File: src/include/result_status_pkg.sv
// Purpose: constants and carriers for the result status bytes
// Assumes: one 20 MHz clock, synchronous active-high reset
// Notes: byte selection codes are local to this block
package result_status_pkg;

    // ------------------------------------------------------------
    // completion codes
    // ------------------------------------------------------------
    localparam logic [1:0] CODE_NORMAL = 2'h0;
    localparam logic [1:0] CODE_ABNORMAL = 2'h1;
    localparam logic [1:0] CODE_INVALID = 2'h2;
    localparam logic [1:0] CODE_POLLING = 2'h3;

    // ------------------------------------------------------------
    // figures
    // ------------------------------------------------------------
    localparam int RECAL_STEP_LIMIT = 80;
    localparam logic [7:0] LAST_SECTOR_NUMBER = 8'hff;
    localparam logic [7:0] BAD_TRACK_NUMBER = 8'hff;
    localparam int RESULT_BYTE_COUNT = 4;

    // ------------------------------------------------------------
    // result byte selection
    // ------------------------------------------------------------
    localparam logic [1:0] SEL_FIRST = 2'h0;
    localparam logic [1:0] SEL_SECOND = 2'h1;
    localparam logic [1:0] SEL_THIRD = 2'h2;
    localparam logic [1:0] SEL_FOURTH = 2'h3;

    // ------------------------------------------------------------
    // fixed bits of the fourth byte
    // ------------------------------------------------------------
    localparam logic FOURTH_FIXED_ONE = 1'b1;
    localparam logic UNUSED_ZERO = 1'b0;

    // ------------------------------------------------------------
    // byte layouts, msb first
    // ------------------------------------------------------------
    typedef struct packed {
        logic [1:0] completion_code;
        logic positioning_done;
        logic step_fault;
        logic unused3;
        logic head;
        logic [1:0] drive_number;
    } status_first_t;

    typedef struct packed {
        logic end_of_track;
        logic unused6;
        logic crc_fault;
        logic overrun;
        logic unused3;
        logic sector_missing;
        logic write_blocked;
        logic id_tag_absent;
    } status_second_t;

    typedef struct packed {
        logic unused7;
        logic deleted_flag_mismatch;
        logic data_field_crc_fault;
        logic track_mismatch;
        logic unused3;
        logic unused2;
        logic bad_track_flag;
        logic data_tag_absent;
    } status_third_t;

    typedef struct packed {
        logic unused7;
        logic write_protect_status;
        logic one5;
        logic track_zero_status;
        logic one3;
        logic head_select_status;
        logic [1:0] drive_number;
    } status_fourth_t;

    // ------------------------------------------------------------
    // event strobes from the command engine
    // ------------------------------------------------------------
    typedef struct packed {
        logic exec_abnormal;
        logic cmd_invalid;
        logic poll_abnormal;
        logic seek_done;
        logic recal_step;
        logic outward_past_zero;
        logic sector_access;
        logic rw_end_no_tc;
        logic id_crc_err;
        logic data_crc_err;
        logic service_late;
        logic sector_not_found;
        logic id_read_fail;
        logic track_sequence_err;
        logic write_cmd_active;
        logic no_id_after_two_index;
        logic no_data_tag;
        logic read_data_cmd;
        logic read_deleted_cmd;
        logic deleted_tag_seen;
        logic normal_tag_seen;
        logic id_track_valid;
    } status_events_t;

endpackage

File: src/hdl/pin_sync.sv
// Purpose: two-flop synchroniser for drive cable inputs
// Assumes: single clock, synchronous reset
// Notes: first stage read only by second stage
`timescale 1ns/1ns
`default_nettype none
module pin_sync #(
    parameter int WIDTH = 2
) (
    // clock and reset
    input wire logic sys_clk_in,
    input wire logic rst_in,
    // pins
    input wire logic [WIDTH-1:0] async_in,
    output logic [WIDTH-1:0] sync_out
);
    logic [WIDTH-1:0] stage_reg;

    always_ff @(posedge sys_clk_in) begin
        if (rst_in) begin
            stage_reg <= '0;
            sync_out <= '0;
        end else begin
            stage_reg <= async_in;
            sync_out <= stage_reg;
        end
    end
endmodule
`default_nettype wire

File: src/hdl/disk_result_status_bytes.sv
// Purpose: result status bytes of a disk controller core
// Assumes: command engine gives event strobes on sys_clk_in
// Notes: flags sticky per command, cleared at command start
`timescale 1ns/1ns
`default_nettype none
module disk_result_status_bytes
    import result_status_pkg::*;
#(
    parameter int STEP_LIMIT = RECAL_STEP_LIMIT
) (
    // clock and reset
    input wire logic sys_clk_in,
    input wire logic rst_in,
    // command engine
    input wire logic cmd_start_in,
    input wire logic recal_start_in,
    input wire logic result_phase_in,
    input wire logic [1:0] result_select_in,
    input wire status_events_t events_in,
    input wire logic [7:0] sector_number_in,
    input wire logic [7:0] id_track_in,
    input wire logic [7:0] internal_track_in,
    // drive selection and head
    input wire logic head_select_pin_in,
    input wire logic [1:0] drive_number_in,
    // drive cable inputs
    input wire logic write_protect_pin_in,
    input wire logic track_zero_pin_in,
    // host data port
    input wire logic host_read_in,
    output logic [7:0] result_data_out,
    output logic host_transfer_request_out,
    output logic transfer_direction_out,
    output logic result_done_out
);

    // ------------------------------------------------------------
    // cable input synchronisers
    // ------------------------------------------------------------
    logic [1:0] cable_sync;
    logic wp_sync;
    logic track_zero_pin_sync;

    pin_sync #(.WIDTH(2)) cable_sync_inst (
        .sys_clk_in(sys_clk_in),
        .rst_in(rst_in),
        .async_in({write_protect_pin_in, track_zero_pin_in}),
        .sync_out(cable_sync)
    );
    assign wp_sync = cable_sync[1];
    assign track_zero_pin_sync = cable_sync[0];

    // ------------------------------------------------------------
    // completion code
    // ------------------------------------------------------------
    logic [1:0] code_reg;

    always_ff @(posedge sys_clk_in) begin
        if (rst_in) begin
            code_reg <= CODE_NORMAL;
        end else if (events_in.cmd_invalid) begin
            code_reg <= CODE_INVALID;
        end else if (events_in.poll_abnormal) begin
            code_reg <= CODE_POLLING;
        end else if (events_in.exec_abnormal) begin
            code_reg <= CODE_ABNORMAL;
        end else if (cmd_start_in) begin
            code_reg <= CODE_NORMAL;
        end
    end

    // ------------------------------------------------------------
    // recalibrate step counter
    // ------------------------------------------------------------
    logic [7:0] step_count_reg;
    logic step_limit_hit;

    always_ff @(posedge sys_clk_in) begin
        if (rst_in) begin
            step_count_reg <= 8'h00;
        end else if (recal_start_in) begin
            step_count_reg <= 8'h00;
        end else if (events_in.recal_step && step_count_reg != 8'(STEP_LIMIT)) begin
            step_count_reg <= step_count_reg + 8'h01;
        end
    end

    assign step_limit_hit = events_in.recal_step && (step_count_reg == 8'(STEP_LIMIT - 1)) && !track_zero_pin_sync;

    // ------------------------------------------------------------
    // first byte flags
    // ------------------------------------------------------------
    logic seek_done_reg;
    logic step_fault_reg;

    always_ff @(posedge sys_clk_in) begin
        if (rst_in) begin
            seek_done_reg <= 1'b0;
        end else if (events_in.seek_done) begin
            seek_done_reg <= 1'b1;
        end else if (cmd_start_in) begin
            seek_done_reg <= 1'b0;
        end
    end

    always_ff @(posedge sys_clk_in) begin
        if (rst_in) begin
            step_fault_reg <= 1'b0;
        end else if (step_limit_hit || events_in.outward_past_zero) begin
            step_fault_reg <= 1'b1;
        end else if (cmd_start_in) begin
            step_fault_reg <= 1'b0;
        end
    end

    // ------------------------------------------------------------
    // second byte flags
    // ------------------------------------------------------------
    logic end_track_reg;
    logic crc_fault_reg;
    logic overrun_reg;
    logic sector_missing_reg;
    logic write_blocked_reg;
    logic id_tag_absent_reg;
    logic beyond_last;

    assign beyond_last = events_in.sector_access && (sector_number_in == LAST_SECTOR_NUMBER);

    always_ff @(posedge sys_clk_in) begin
        if (rst_in) begin
            end_track_reg <= 1'b0;
        end else if (beyond_last || events_in.rw_end_no_tc) begin
            end_track_reg <= 1'b1;
        end else if (cmd_start_in) begin
            end_track_reg <= 1'b0;
        end
    end

    always_ff @(posedge sys_clk_in) begin
        if (rst_in) begin
            crc_fault_reg <= 1'b0;
        end else if (events_in.id_crc_err || events_in.data_crc_err) begin
            crc_fault_reg <= 1'b1;
        end else if (cmd_start_in) begin
            crc_fault_reg <= 1'b0;
        end
    end

    always_ff @(posedge sys_clk_in) begin
        if (rst_in) begin
            overrun_reg <= 1'b0;
        end else if (events_in.service_late) begin
            overrun_reg <= 1'b1;
        end else if (cmd_start_in) begin
            overrun_reg <= 1'b0;
        end
    end

    always_ff @(posedge sys_clk_in) begin
        if (rst_in) begin
            sector_missing_reg <= 1'b0;
        end else if (events_in.sector_not_found || events_in.id_read_fail || events_in.track_sequence_err) begin
            sector_missing_reg <= 1'b1;
        end else if (cmd_start_in) begin
            sector_missing_reg <= 1'b0;
        end
    end

    always_ff @(posedge sys_clk_in) begin
        if (rst_in) begin
            write_blocked_reg <= 1'b0;
        end else if (events_in.write_cmd_active && wp_sync) begin
            write_blocked_reg <= 1'b1;
        end else if (cmd_start_in) begin
            write_blocked_reg <= 1'b0;
        end
    end

    always_ff @(posedge sys_clk_in) begin
        if (rst_in) begin
            id_tag_absent_reg <= 1'b0;
        end else if (events_in.no_id_after_two_index || events_in.no_data_tag) begin
            id_tag_absent_reg <= 1'b1;
        end else if (cmd_start_in) begin
            id_tag_absent_reg <= 1'b0;
        end
    end

    // ------------------------------------------------------------
    // third byte flags
    // ------------------------------------------------------------
    logic mark_mismatch_reg;
    logic data_crc_reg;
    logic track_mismatch_reg;
    logic bad_track_reg;
    logic data_tag_absent_reg;
    logic mark_mismatch;
    logic track_differs;

    assign mark_mismatch = (events_in.read_data_cmd && events_in.deleted_tag_seen)
        || (events_in.read_deleted_cmd && events_in.normal_tag_seen);
    assign track_differs = events_in.id_track_valid && (id_track_in != internal_track_in);

    always_ff @(posedge sys_clk_in) begin
        if (rst_in) begin
            mark_mismatch_reg <= 1'b0;
        end else if (mark_mismatch) begin
            mark_mismatch_reg <= 1'b1;
        end else if (cmd_start_in) begin
            mark_mismatch_reg <= 1'b0;
        end
    end

    always_ff @(posedge sys_clk_in) begin
        if (rst_in) begin
            data_crc_reg <= 1'b0;
        end else if (events_in.data_crc_err) begin
            data_crc_reg <= 1'b1;
        end else if (cmd_start_in) begin
            data_crc_reg <= 1'b0;
        end
    end

    always_ff @(posedge sys_clk_in) begin
        if (rst_in) begin
            track_mismatch_reg <= 1'b0;
        end else if (track_differs) begin
            track_mismatch_reg <= 1'b1;
        end else if (cmd_start_in) begin
            track_mismatch_reg <= 1'b0;
        end
    end

    always_ff @(posedge sys_clk_in) begin
        if (rst_in) begin
            bad_track_reg <= 1'b0;
        end else if (track_differs && id_track_in == BAD_TRACK_NUMBER) begin
            bad_track_reg <= 1'b1;
        end else if (cmd_start_in) begin
            bad_track_reg <= 1'b0;
        end
    end

    always_ff @(posedge sys_clk_in) begin
        if (rst_in) begin
            data_tag_absent_reg <= 1'b0;
        end else if (events_in.no_data_tag) begin
            data_tag_absent_reg <= 1'b1;
        end else if (cmd_start_in) begin
            data_tag_absent_reg <= 1'b0;
        end
    end

    // ------------------------------------------------------------
    // byte assembly
    // ------------------------------------------------------------
    status_first_t first_byte;
    status_second_t second_byte;
    status_third_t third_byte;
    status_fourth_t fourth_byte;

    always_comb begin
        first_byte.completion_code = code_reg;
        first_byte.positioning_done = seek_done_reg;
        first_byte.step_fault = step_fault_reg;
        first_byte.unused3 = UNUSED_ZERO;
        first_byte.head = head_select_pin_in;
        first_byte.drive_number = drive_number_in;
        second_byte.end_of_track = end_track_reg;
        second_byte.unused6 = UNUSED_ZERO;
        second_byte.crc_fault = crc_fault_reg;
        second_byte.overrun = overrun_reg;
        second_byte.unused3 = UNUSED_ZERO;
        second_byte.sector_missing = sector_missing_reg;
        second_byte.write_blocked = write_blocked_reg;
        second_byte.id_tag_absent = id_tag_absent_reg;
        third_byte.unused7 = UNUSED_ZERO;
        third_byte.deleted_flag_mismatch = mark_mismatch_reg;
        third_byte.data_field_crc_fault = data_crc_reg;
        third_byte.track_mismatch = track_mismatch_reg;
        third_byte.unused3 = UNUSED_ZERO;
        third_byte.unused2 = UNUSED_ZERO;
        third_byte.bad_track_flag = bad_track_reg;
        third_byte.data_tag_absent = data_tag_absent_reg;
        fourth_byte.unused7 = UNUSED_ZERO;
        fourth_byte.write_protect_status = wp_sync;
        fourth_byte.one5 = FOURTH_FIXED_ONE;
        fourth_byte.track_zero_status = track_zero_pin_sync;
        fourth_byte.one3 = FOURTH_FIXED_ONE;
        fourth_byte.head_select_status = head_select_pin_in;
        fourth_byte.drive_number = drive_number_in;
    end

    // ------------------------------------------------------------
    // result phase data port
    // ------------------------------------------------------------
    logic [7:0] selected_byte;
    logic read_take;

    always_comb begin
        if (result_select_in == SEL_FIRST) begin
            selected_byte = first_byte;
        end else if (result_select_in == SEL_SECOND) begin
            selected_byte = second_byte;
        end else if (result_select_in == SEL_THIRD) begin
            selected_byte = third_byte;
        end else begin
            selected_byte = fourth_byte;
        end
    end

    // host may read only with request and direction both set
    assign read_take = host_read_in && host_transfer_request_out && transfer_direction_out;

    always_ff @(posedge sys_clk_in) begin
        if (rst_in) begin
            result_data_out <= 8'h00;
        end else if (result_phase_in) begin
            result_data_out <= selected_byte;
        end
    end

    always_ff @(posedge sys_clk_in) begin
        if (rst_in) begin
            host_transfer_request_out <= 1'b0;
            transfer_direction_out <= 1'b0;
        end else begin
            host_transfer_request_out <= result_phase_in && !read_take;
            transfer_direction_out <= result_phase_in;
        end
    end

    always_ff @(posedge sys_clk_in) begin
        if (rst_in) begin
            result_done_out <= 1'b0;
        end else begin
            result_done_out <= read_take;
        end
    end

endmodule
`default_nettype wire

File: config.mk
export PLATFORM = sky130hd
export DESIGN_NAME = disk_result_status_bytes
export DESIGN_NICKNAME = d
export VERILOG_FILES = /design/src/include/result_status_pkg.sv /design/src/hdl/pin_sync.sv /design/src/hdl/disk_result_status_bytes.sv
export SDC_FILE = /design/constraint.sdc
export NUM_CORES = 1
export LEC_CHECK = 0
export BUFFER_PORTS_ARGS = -buffer_cell sky130_fd_sc_hd__buf_4
export CELL_PAD_IN_SITES_DETAIL_PLACEMENT = 2
export CELL_PAD_IN_SITES_GLOBAL_PLACEMENT = 2
export CORE_MARGIN = 3
export CORE_UTILIZATION = 29
export DETAILED_ROUTE_END_ITERATION = 8
export PLACE_DENSITY = 0.82
export RECOVER_POWER = 100
export SLEW_MARGIN = 15
export SYNTH_ARGS = -nofsm -noshare
export SYNTH_HDL_FRONTEND = slang
export SYNTH_SLANG_ARGS = --single-unit
File: constraint.sdc
create_clock -name sys_clk_in -period 2.8 [get_ports sys_clk_in]
set_clock_uncertainty 0.2 [all_clocks]
set_input_delay 0.28 -clock sys_clk_in [delete_from_list [all_inputs] [get_ports sys_clk_in]]
set_output_delay 0.28 -clock sys_clk_in [all_outputs]
set_load 0.02 [all_outputs]
After elaboration in Yosys (flattened, before gate mapping)
Cells that the tools add are included.
{ "totals": {"reg_bits": 38, "elab_cells": 90} }
{ "classes": {"n_addsub": 1, "eq_ne": 7, "n_mux": 21, "n_reduce_logical": 39} }
{ "op_table": {"columns": ["op", "n"], "rows": [
  ["$reduce_bool 2->1", 13],
  ["$eq 8x8->1 const B", 2],
  ["$mux 8", 2],
  ["$mux 1", 14],
  ["$logic_and 1x1->1", 12],
  ["$add 8x1->8 const B", 1],
  ["$eq 8x7->1 const B", 1],
  ["$mux 2", 4],
  ["$ne 8x7->1 const B", 1],
  ["$ne 8x8->1", 1],
  ["$logic_or 1x1->1", 7],
  ["$mux 7", 1],
  ["$reduce_bool 4->1", 1],
  ["$reduce_or 2->1", 2],
  ["$reduce_bool 3->1", 1],
  ["$eq 2x1->1 const B", 1],
  ["$eq 2x2->1 const B", 1],
  ["$logic_not 1->1", 2],
  ["$logic_not 2->1", 1]
]} }

Depth between registers and ports, before layout
Gate-level depths: netlist (run 1).
{ "depth": {"depth_word": 5, "mapped_depth": 6, "ltp_nobuf": 6} }

Hierarchy
A second synthesis (run 1) with hierarchy kept.
{ "unflattened": {"cells_unflattened": 177, "hier_area_um2": 1641.6} }
{ "modules_own_cells": {"columns": ["mod", "area_each_um2", "instances", "seq_area_each_um2", "cells_each"], "rows": [
  ["disk_result_status_bytes", 1536.5, 1, 680.7, 169],
  ["pin_sync", 105.1, 1, 80.1, 8]
]} }

Worst setup path before layout (run 1)
OpenSTA, ideal clock, no wires.
{ "synth_timing": {"kind": "register to register", "start": "reg step_count_reg[6]", "end": "reg step_count_reg[1]", "setup_ns": 0.124, "arrival_time_ns": 1.323, "slack_ns": 1.153, "synth_period_minus_slack_ns": 1.647, "path_stages_with_launch": 5, "path_cell_list": "dfxtp_1 -> or3b_4 -> o41ai_4 -> mux2i_1 -> nor2_1"} }
{ "synth_between": {"elab_chain_cells": 2} }
{ "synth_rtl": {"columns": ["element", "line_no", "rtl"], "rows": [
  ["start, declared", "disk_result_status_bytes.sv:75", "logic [7:0] step_count_reg;"],
  ["start signal, assigned", "disk_result_status_bytes.sv:84", "step_count_reg <= step_count_reg + 8'h01;"],
  ["$ne 8x7->1", "disk_result_status_bytes.sv:83", "end else if (events_in.recal_step && step_count_reg != 8'(STEP_LIMIT)) begin"],
  ["$logic_and 1x1->1", "disk_result_status_bytes.sv:83", null]
]} }
No other way between the ends.
A chain may end at the register's enable or synchronous reset.

Worst setup path after layout (run 1)
{ "layout_timing": {"start": "in rst_in", "end": "reg step_count_reg[2]"} }
{ "layout_between": {"elab_chain_cells": 1} }
{ "layout_rtl": {"columns": ["element", "line_no", "rtl"], "rows": [
  ["start, declared", "disk_result_status_bytes.sv:13", "input wire logic rst_in,"],
  ["$reduce_or 2->1 (no line)", null, null]
]} }
No other way between the ends.

==> impl_metrics.env, run 1 <==
export IMPL_layout_nets=306
export IMPL_p_comb_share_pct=15.8
export IMPL_row_count=26
export IMPL_vias=1538
export IMPL_met3_usage_pct=4.17
export IMPL_intPower_uw=831
export IMPL_worstSetupStartpointType="input pin"
export IMPL_cp_max_fo=30
export IMPL_cts_hold_buf=1
export IMPL_max_freq_mhz=503
export IMPL_status="finished clean"
export IMPL_synth_area_mm2=0.00165
export IMPL_grt_ovfl_total=0
export IMPL_htreeDepth=2
export IMPL_cts_tree="yes"
export IMPL_dieArea_mm2=0.00663
export IMPL_leakage_uw=0.000945
export IMPL_holdWs_ns=0.0118
export IMPL_layout_commonest_cell="buf_4"
export IMPL_met1_usage_pct=19.4
export IMPL_worstMarginPinSlew_ns=1.33
export IMPL_syn_area_per_cell_um2=9.37
export IMPL_drtIter0Drc=39
export IMPL_syn_to_final_growth_pct=37.3
export IMPL_post_route_cell_area_mm2=0.00226
export IMPL_grt_pass1_vias=1618
export IMPL_hold_viol=0
export IMPL_hold_class="input pin to flip-flop"
export IMPL_cts_setup_buffers=0
export IMPL_finalCriticalPeriod_ns=1.99
export IMPL_wl_per_cell_um=15.5
export IMPL_dpl_hpwl_um=3660
export IMPL_grt_pass1_wl_um=7840
export IMPL_drt_total_wl_um=4870
export IMPL_rsz0062_at_grt="false"
export IMPL_p_clk_share_pct=31.9
export IMPL_seqCellArea_um2=761
export IMPL_antenna_found_initial=0
export IMPL_place_area_mm2=0.00222
export IMPL_fin_crit_sh_pct=71.0
export IMPL_start_util_pct=31.1
export IMPL_core_mm2=0.00530
export IMPL_finalPower_uw=1110
export IMPL_cts_buffers=5
export IMPL_cts_resized=0
export IMPL_p_switching_uw=279
export IMPL_switching_share_pct=25.1
export IMPL_slew_headroom_pct=11.1
export IMPL_pre_cts_ws_ns=1.02
export IMPL_insertion_delay_ns=0.29
export IMPL_vias_per_cell=4.88
export IMPL_slew_viol_final=0
export IMPL_multi_input_area_um2=842
export IMPL_power_frac_seq_pct=52.3
export IMPL_syn_nets=237
export IMPL_clk_pin_slew_worst_paths_ns=0.07
export IMPL_setup_viol=0
export IMPL_grt_max_degree=31
export IMPL_synth_area_leaders="dfxtp_1 46%, mux2i_1 7.3%, nor2_1 6.4%, xor2_1 5.3%, a21oi_1 4.2%"
export IMPL_met2_usage_pct=25.7
export IMPL_ant_nets=0
export IMPL_dr_pass1_iters=4
export IMPL_n_antenna_cell=0
export IMPL_drc=0
export IMPL_yosys_area_top_type="dfxtp_1"
export IMPL_p_per_area_mw_per_mm2=490
export IMPL_ys_ff_latch=38
export IMPL_syn_instance_count=176
export IMPL_max_cap_viol_count=0
export IMPL_cp_required_ns=2.79
export IMPL_cts_root_buffer="clkbuf_8"
export IMPL_clock_sinks=38
export IMPL_io_buffers=69
export IMPL_fp_dieW_um=81.4
export IMPL_ir_drop_v=0.000162
export IMPL_fin_ws_ns=0.812
export IMPL_end_kind="flip-flop"
export IMPL_cts_buffer_depth=2
export IMPL_nFillCells=616
export IMPL_seq_area_frac_synth_pct=46.1
export IMPL_synth_distinct_cells=38
export IMPL_die_height_um=81.4
export IMPL_fin_setup_tns_ns=0
export IMPL_track_usage_pct=15.6
export IMPL_drive_above_1_share_pct=27.8
export IMPL_yosysWarnings=0
export IMPL_synth_top_area_share_pct=46.1
export IMPL_grt_busiest_layer="met2"
export IMPL_layout_common_cells="57 x buf_4, 38 x dfxtp_1, 28 x nor2_1, 14 x a21oi_1, 14 x clkbuf_1"
export IMPL_path_class="input pin to flip-flop"
export IMPL_critPathArrivalTime_ns=1.97
export IMPL_ios=70
export IMPL_place_congestion=0.687
==> kinds of logic (layout without fill, tap and decap cells) <==
group | Yosys count | in the layout | synth area share, %
multiplexers | 15 | 15 | 10.0
AO/OA/AOI/OAI | 31 | 31 | 13.2
flip-flops | 38 | 38 | 46.1
AND/OR/NAND/NOR | 66 | 66 | 20.0
XOR/XNOR | 12 | 12 | 6.37
buffers and inverters | 12 | 81 | 2.81
adder cells (fa/ha/maj) | 2 | 2 | 1.52
==> cells in the mapped netlist <==
cell type  count
inv_1          4
o41ai_4        1
xor2_1        10
or3_2          1
nand3_1        5
and2_1         1
buf_1          2
a22o_1         1
or3_1          1
nand4_1        6
or4_1          1
a311oi_1       1
o21a_1         1
ha_1           2
a21oi_1       14
o221ai_1       1
mux2i_1       12
o21ai_0        2
nand2b_1       5
nor2_1        28
clkbuf_1       5
a211oi_1       5
a22oi_1        2
or3b_4         1
nor2b_1        5
nor3_1         3
mux4_2         1
mux2_2         2
buf_2          1
xnor2_1        2
a222oi_1       1
dfxtp_1       38
nor4_1         2
nand3b_1       1
or2_2          1
nand2_1        5
a21o_1         1
a31oi_1        1
==> worst max-delay path: stages <==
cell and delay (ns):
clkbuf_1 0.95, or2_0 0.53, a31oi_1 0.08, o21a_1 0.13
==> cell type report <==
| class | count | share of cell area, % |
|---|---|---|
| Tap cell | 70 | 3.87 |
| Clock buffer | 7 | 3.37 |
| Inverter | 4 | 0.663 |
| Timing Repair Buffer | 70 | 21.3 |
| Multi-Input combinational cell | 126 | 37.2 |
| Sequential cell | 38 | 33.6 |
==> routing by layer <==
metal,vias up,share of wire [%],routed length [µm]
met5,-,0,0
met4,0,1.3,61
met3,6,6.1,296
met2,48,49,2400
met1,731,43,2120
li1,753,-,-
==> per-stage QoR <==
stage	instances	utilization [%]
after detailed placement	307	41.9
final	315	42.7
after floorplan	176	-
after global placement	307	41.9
after global routing	315	42.7
after CTS	315	43.6
==> final timing paths <==
kind	start	endpoint	slack, ns	cells past startpoint
worst max register to register	step_count_reg[6]	step_count_reg[1]	1.00	4
worst min register to register	cable_sync_inst.stage_reg[1]	cable_sync_inst.sync_out[1]	0.24	1
worst max-delay path	rst_in	step_count_reg[2]	0.81	4
worst min-delay path	write_protect_pin_in	cable_sync_inst.stage_reg[1]	0.01	2
==> power groups by stage <==
stage          Combinational [µW]  Clock [µW]  Sequential [µW]
2_1_floorplan                72.2           0              598
3_3_place_gp                  175           0              591
3_5_place_dp                  181           0              593
4_1_cts                       185         372              580
5_1_grt                       194         396              583
6_report                      175         354              580
Power figures use the tool's default switching activity.
==> run 2, diff against run 1 <==
--- a/config.mk
+++ b/config.mk
@@ -9,9 +9,9 @@
 export CELL_PAD_IN_SITES_DETAIL_PLACEMENT = 2
 export CELL_PAD_IN_SITES_GLOBAL_PLACEMENT = 2
 export CORE_MARGIN = 3
-export CORE_UTILIZATION = 29
+export CORE_UTILIZATION = 24
 export DETAILED_ROUTE_END_ITERATION = 8
-export PLACE_DENSITY = 0.82
+export PLACE_DENSITY = 0.72
 export RECOVER_POWER = 100
 export SLEW_MARGIN = 15
 export SYNTH_ARGS = -nofsm -noshare
==> constraint.sdc (replaced) <==
create_clock -name sys_clk_in -period 1.73 [get_ports sys_clk_in]
set_clock_uncertainty 0.2 [all_clocks]
set_input_delay 0.173 -clock sys_clk_in [delete_from_list [all_inputs] [get_ports sys_clk_in]]
set_output_delay 0.173 -clock sys_clk_in [all_outputs]
set_load 0.02 [all_outputs]
==> impl_metrics.env, run 2 (synthesized netlist as in run 1, its figures left out) <==
export IMPL_status="finished clean"
export IMPL_grt_pass1_wl_um=8690
export IMPL_antenna_found_initial=0
export IMPL_slew_viol_final=0
export IMPL_slew_headroom_pct=67.1
export IMPL_cp_required_ns=1.69
export IMPL_end_kind="flip-flop"
export IMPL_worstSetupStartpointType="input pin"
export IMPL_slowest_stage="dlygate4sd3_1"
export IMPL_drtIter0Drc=18
export IMPL_drc=0
export IMPL_dp_cells=317
export IMPL_clk_pin_slew_worst_paths_ns=0.07
export IMPL_htreeDepth=2
export IMPL_layout_nets=338
export IMPL_grt_pass1_vias=1843
export IMPL_fin_ws_ns=0.0266
export IMPL_place_congestion=0.782
export IMPL_wl_per_cell_um=15.4
export IMPL_cts_tree="yes"
export IMPL_vias=1688
export IMPL_dieArea_mm2=0.00790
export IMPL_dr_pass1_iters=4
export IMPL_cpMostUsedCell="dlygate4sd3_1"
export IMPL_p_comb_share_pct=18.3
export IMPL_max_cap_viol_count=0
export IMPL_critPathCapture="crc_fault_reg"
export IMPL_hold_class="input pin to flip-flop"
export IMPL_switching_share_pct=24.8
export IMPL_vias_per_cell=4.77
export IMPL_row_count=29
export IMPL_seqCellArea_um2=766
export IMPL_insertion_delay_ns=0.28
export IMPL_r2r_setup_slack_ns=0.08
export IMPL_layout_commonest_cell="buf_4"
export IMPL_ir_drop_v=0.000461
export IMPL_setup_viol=0
export IMPL_io_buffers=69
export IMPL_fin_cells=354
export IMPL_finalPower_uw=1840
export IMPL_pre_cts_ws_ns=0.0000173
export IMPL_fp_dieW_um=88.9
export IMPL_cp_depth=5
export IMPL_rsz0062_at_grt="true"
export IMPL_multi_input_area_um2=857
export IMPL_hold_viol=0
export IMPL_ios=70
export IMPL_intPower_uw=1390
export IMPL_core_mm2=0.00649
export IMPL_cts_root_buffer="clkbuf_8"
export IMPL_syn_to_final_growth_pct=57.4
export IMPL_cts_buffer_depth=2
export IMPL_n_antenna_cell=0
export IMPL_crit_buf_inv=3
export IMPL_reg2regPathDepth=4
export IMPL_nFillCells=729
export IMPL_start_util_pct=25.4
export IMPL_ant_nets=0
export IMPL_crit_path_max_incr_delay_ns=0.58
export IMPL_path_cells="dlygate4sd3_1 -> clkbuf_4 -> a211oi_1 -> dlygate4sd3_1 -> nor2_1"
export IMPL_leakage_uw=0.00109
export IMPL_finalCriticalPeriod_ns=1.70
export IMPL_reg2reg_from="step_count_reg[7]"
export IMPL_layout_common_cells="54 x buf_4, 34 x dfxtp_1, 29 x dlygate4sd3_1, 28 x nor2_1"
export IMPL_die_height_um=88.9
export IMPL_power_frac_seq_pct=51.0
export IMPL_p_per_area_mw_per_mm2=710
export IMPL_critPathLaunch="events_in[13]"
export IMPL_grt_max_degree=22
export IMPL_critPathArrivalTime_ns=1.66
export IMPL_drt_total_wl_um=5450
export IMPL_path_class="input pin to flip-flop"
export IMPL_dpl_hpwl_um=3860
export IMPL_r2r_end="step_count_reg[1]"
export IMPL_drive_above_1_share_pct=29.2
export IMPL_fin_crit_sh_pct=98.5
export IMPL_p_switching_uw=456
export IMPL_worstMarginPinSlew_ns=0.493
export IMPL_p_clk_share_pct=30.7
export IMPL_crit_family="buffers and inverters"
export IMPL_clock_sinks=38
export IMPL_max_freq_mhz=587
export IMPL_cts_buffers=5
export IMPL_grt_ovfl_total=0
export IMPL_track_usage_pct=14.3
export IMPL_cp_max_fo=1
==> run 2: layer usage <==
layer / vias up / wire, µm / global-route usage (%)
met2: 53 / 2860 / 26.5
met3: 4 / 290 / 2.95
li1: 817 / - / -
met1: 814 / 2240 / 16.3
met5: - / 0 / 0
met4: 0 / 63 / 4.53
==> run 2: how the worst min path moves through the flow <==
stage,from,endpoint,slack [ns],depth (start not counted)
after global placement,events_in[20],code_reg[0],0.16,2
after floorplan,events_in[20],code_reg[0],0.05,1
after detailed placement,events_in[20],code_reg[0],0.17,2
after global routing,result_phase_in,result_data_out[6],0.05,2
final,result_phase_in,result_data_out[6],0.02,2
after CTS,result_phase_in,result_data_out[2],0.02,2
==> run 2: cell type report <==
| cell class | instances | share of cell area [%] |
|---|---|---|
| inverter | 4 | 0.578 |
| multi-input combinational | 126 | 33.0 |
| sequential | 38 | 29.5 |
| timing repair buffer | 102 | 30.3 |
| clock buffer | 7 | 2.94 |
| tap | 77 | 3.71 |
==> run 2: what timing repair did <==
action                                  4_1_cts  5_1_grt
pin swaps                                     1        2
endpoints found under the setup margin        1        6
cloned                                        0        0
hold buffers                                 29        0
resized for setup                             0        8
setup buffers                                 0        1
hold endpoints to repair                     19        0
==> run 2: stage by stage <==
step,hold WS [ns],utilization [%],cell area [µm²],setup TNS [ns]
2_1_floorplan,0.0523,-,1650,0
3_3_place_gp,0.155,34.7,2250,0
3_5_place_dp,0.169,34.7,2250,0
4_1_cts,0.0239,40.4,2620,0
5_1_grt,0.0462,40.0,2600,-0.0310
6_report,0.0241,40.0,2600,0
==> run 2: power groups by stage <==
stage | Sequential (µW) | Combinational, µW | Clock [µW]
finish | 940 | 337 | 566
global route | 945 | 373 | 630
CTS | 938 | 349 | 607
detailed placement | 959 | 296 | 0
global placement | 957 | 287 | 0
floorplan | 968 | 117 | 0
==> run 2: worst reg2reg max path, stage by stage, from the launching register on <==
cell and delay (ns):
dfxtp_2 0.33, or3b_4 0.41, o41ai_4 0.32, mux2i_1 0.24, nor2_1 0.05
==> run 3, diff against run 2 <==
--- a/config.mk
+++ b/config.mk
@@ -9,9 +9,10 @@
 export CELL_PAD_IN_SITES_DETAIL_PLACEMENT = 2
 export CELL_PAD_IN_SITES_GLOBAL_PLACEMENT = 2
 export CORE_MARGIN = 3
-export CORE_UTILIZATION = 24
+export CORE_UTILIZATION = 27
 export DETAILED_ROUTE_END_ITERATION = 8
-export PLACE_DENSITY = 0.72
+export MAX_ROUTING_LAYER = met4
+export PLACE_DENSITY = 0.77
 export RECOVER_POWER = 100
 export SLEW_MARGIN = 15
 export SYNTH_ARGS = -nofsm -noshare
==> constraint.sdc (replaced) <==
create_clock -name sys_clk_in -period 1.7 [get_ports sys_clk_in]
set_clock_uncertainty 0.2 [all_clocks]
set_input_delay 0.17 -clock sys_clk_in [delete_from_list [all_inputs] [get_ports sys_clk_in]]
set_output_delay 0.17 -clock sys_clk_in [all_outputs]
set_load 0.02 [all_outputs]
==> impl_metrics.env, run 3 (synthesized netlist as in run 1, its figures left out) <==
export IMPL_slowest_stage="dlygate4sd3_1"
export IMPL_fin_ws_ns=0.00403
export IMPL_track_usage_pct=18.0
export IMPL_fin_setup_tns_ns=0
export IMPL_worstMarginPinSlew_ns=0.482
export IMPL_cp_max_fo=2
export IMPL_critPathArrivalTime_ns=1.68
export IMPL_drtIter0Drc=58
export IMPL_htreeDepth=2
export IMPL_antenna_found_initial=0
export IMPL_ir_drop_v=0.000332
export IMPL_layout_nets=339
export IMPL_grt_ovfl_total=0
export IMPL_syn_to_final_growth_pct=61.8
export IMPL_critPathLaunch="events_in[20]"
export IMPL_vias_per_cell=4.92
export IMPL_p_per_area_mw_per_mm2=768
export IMPL_drive_above_1_share_pct=32.6
export IMPL_slew_headroom_pct=67.8
export IMPL_place_congestion=0.756
export IMPL_drc=0
export IMPL_finalCriticalPeriod_ns=1.70
export IMPL_wl_per_cell_um=17.2
export IMPL_drt_total_wl_um=6050
export IMPL_start_util_pct=28.9
export IMPL_clock_sinks=38
export IMPL_hold_viol=0
export IMPL_leakage_uw=0.00112
export IMPL_r2r_setup_slack_ns=0.004
export IMPL_max_freq_mhz=590
export IMPL_slew_viol_final=0
export IMPL_end_kind="flip-flop"
export IMPL_cts_tree="yes"
export IMPL_setup_viol=0
export IMPL_dp_cells=311
export IMPL_max_cap_viol_count=0
export IMPL_grt_pass1_wl_um=9800
export IMPL_dpl_hpwl_um=3960
export IMPL_io_buffers=69
export IMPL_worstSetupStartpointType="input pin"
export IMPL_grt_max_degree=17
export IMPL_place_area_mm2=0.00224
export IMPL_critPathCapture="code_reg[1]"
export IMPL_fin_crit_sh_pct=99.8
export IMPL_clk_pin_slew_worst_paths_ns=0.07
export IMPL_cts_buffers=5
export IMPL_post_route_cell_area_mm2=0.00267
export IMPL_insertion_delay_ns=0.29
export IMPL_dieArea_mm2=0.00708
export IMPL_path_class="input pin to flip-flop"
export IMPL_cpMostUsedCell="dlygate4sd3_1"
export IMPL_grt_pass1_vias=1974
export IMPL_core_mm2=0.00571
export IMPL_fin_util_pct=46.7
export IMPL_status="finished clean"
export IMPL_vias=1726
export IMPL_fp_dieW_um=84.2
export IMPL_cts_buffer_depth=2
export IMPL_ios=70
export IMPL_n_antenna_cell=0
export IMPL_path_cells="dlygate4sd3_1 -> buf_4 -> a211oi_1 -> nor2_1 -> dlygate4sd3_1"
export IMPL_pre_cts_ws_ns=-0.0548
export IMPL_hold_class="input pin to flip-flop"
export IMPL_crit_path_max_incr_delay_ns=0.55
export IMPL_cts_root_buffer="clkbuf_8"
export IMPL_r2r_end="step_count_reg[1]"
export IMPL_reg2regPathDepth=5
export IMPL_die_height_um=84.2
export IMPL_reg2reg_from="step_count_reg[7]"
export IMPL_dr_pass1_iters=4
export IMPL_layout_commonest_cell="buf_4"
export IMPL_min_from="result_phase_in"
export IMPL_cp_required_ns=1.68
export IMPL_layout_common_cells="63 x buf_4, 33 x dfxtp_1, 29 x dlygate4sd3_1, 27 x nor2_1, 14 x a21oi_1"
export IMPL_rsz0062_at_grt="true"
export IMPL_fin_cells=351
export IMPL_ant_nets=0
export IMPL_row_count=27
==> run 3: changes by cell type in the layout (fill, tap and decap cells not counted), moves of 3 or more <==
cell      before  now
buf_4         54   63
clkbuf_8       5    8
clkbuf_1      14   11
clkbuf_4       4    0
clkbuf_2       3    0
==> run 3: worst min-delay path by stage <==
stage | to | slack, ns | cells past startpoint
after floorplan | code_reg[0] | 0.05 | 1
after global placement | code_reg[0] | 0.15 | 2
after detailed placement | code_reg[0] | 0.16 | 2
after CTS | result_data_out[2] | 0.01 | 2
after global routing | result_data_out[6] | 0.02 | 2
final | result_data_out[6] | 0.02 | 2
==> run 3: per-layer routing <==
layer	up-vias	GRT usage, %	routed length, µm
met5	-	-	0
met4	0	6.87	121
met3	11	3.24	223
met2	52	32.9	3230
met1	842	19.2	2480
li1	821	-	-
==> run 3: through the flow <==
step,power [µW],hold WS (ns)
floorplan,1100,0.0493
global placement,1270,0.151
detailed placement,1280,0.158
finish,2050,0.0163
CTS,2070,0.00951
global route,2160,0.0159
==> run 3: area by class of cell <==
cell class	count	area, µm²
clock buffers	8	110
fillers	614	3040
inverters	4	17.5
multi-input cells	126	873
flip-flops and latches	38	772
well taps	72	90.1
repair buffers	103	805
==> run 3: power breakdown <==
group	total, µW	internal, µW	leakage [µW]	switching (µW)
sequential	955	929	0.000316	25.2
combinational	359	204	0.000746	156
clock	735	410	0.0000575	325
total	2050	1540	0.00112	506
==> run 3: critical path, delay by kind of cell <==
kind	cells	cell delay, ns
AOI/OAI and AO/OA	1	0.23
buffers and inverters	3	1.21
and+or+nand+nor	1	0.07
==> run 3: what timing repair did <==
item | in CTS | in global routing
hold endpoints to repair | 21 | 0
pin swaps | 2 | 0
setup buffers | 1 | 2
hold buffers | 30 | 0
endpoints found under the setup margin | 4 | 6
gates resized for setup | 4 | 14
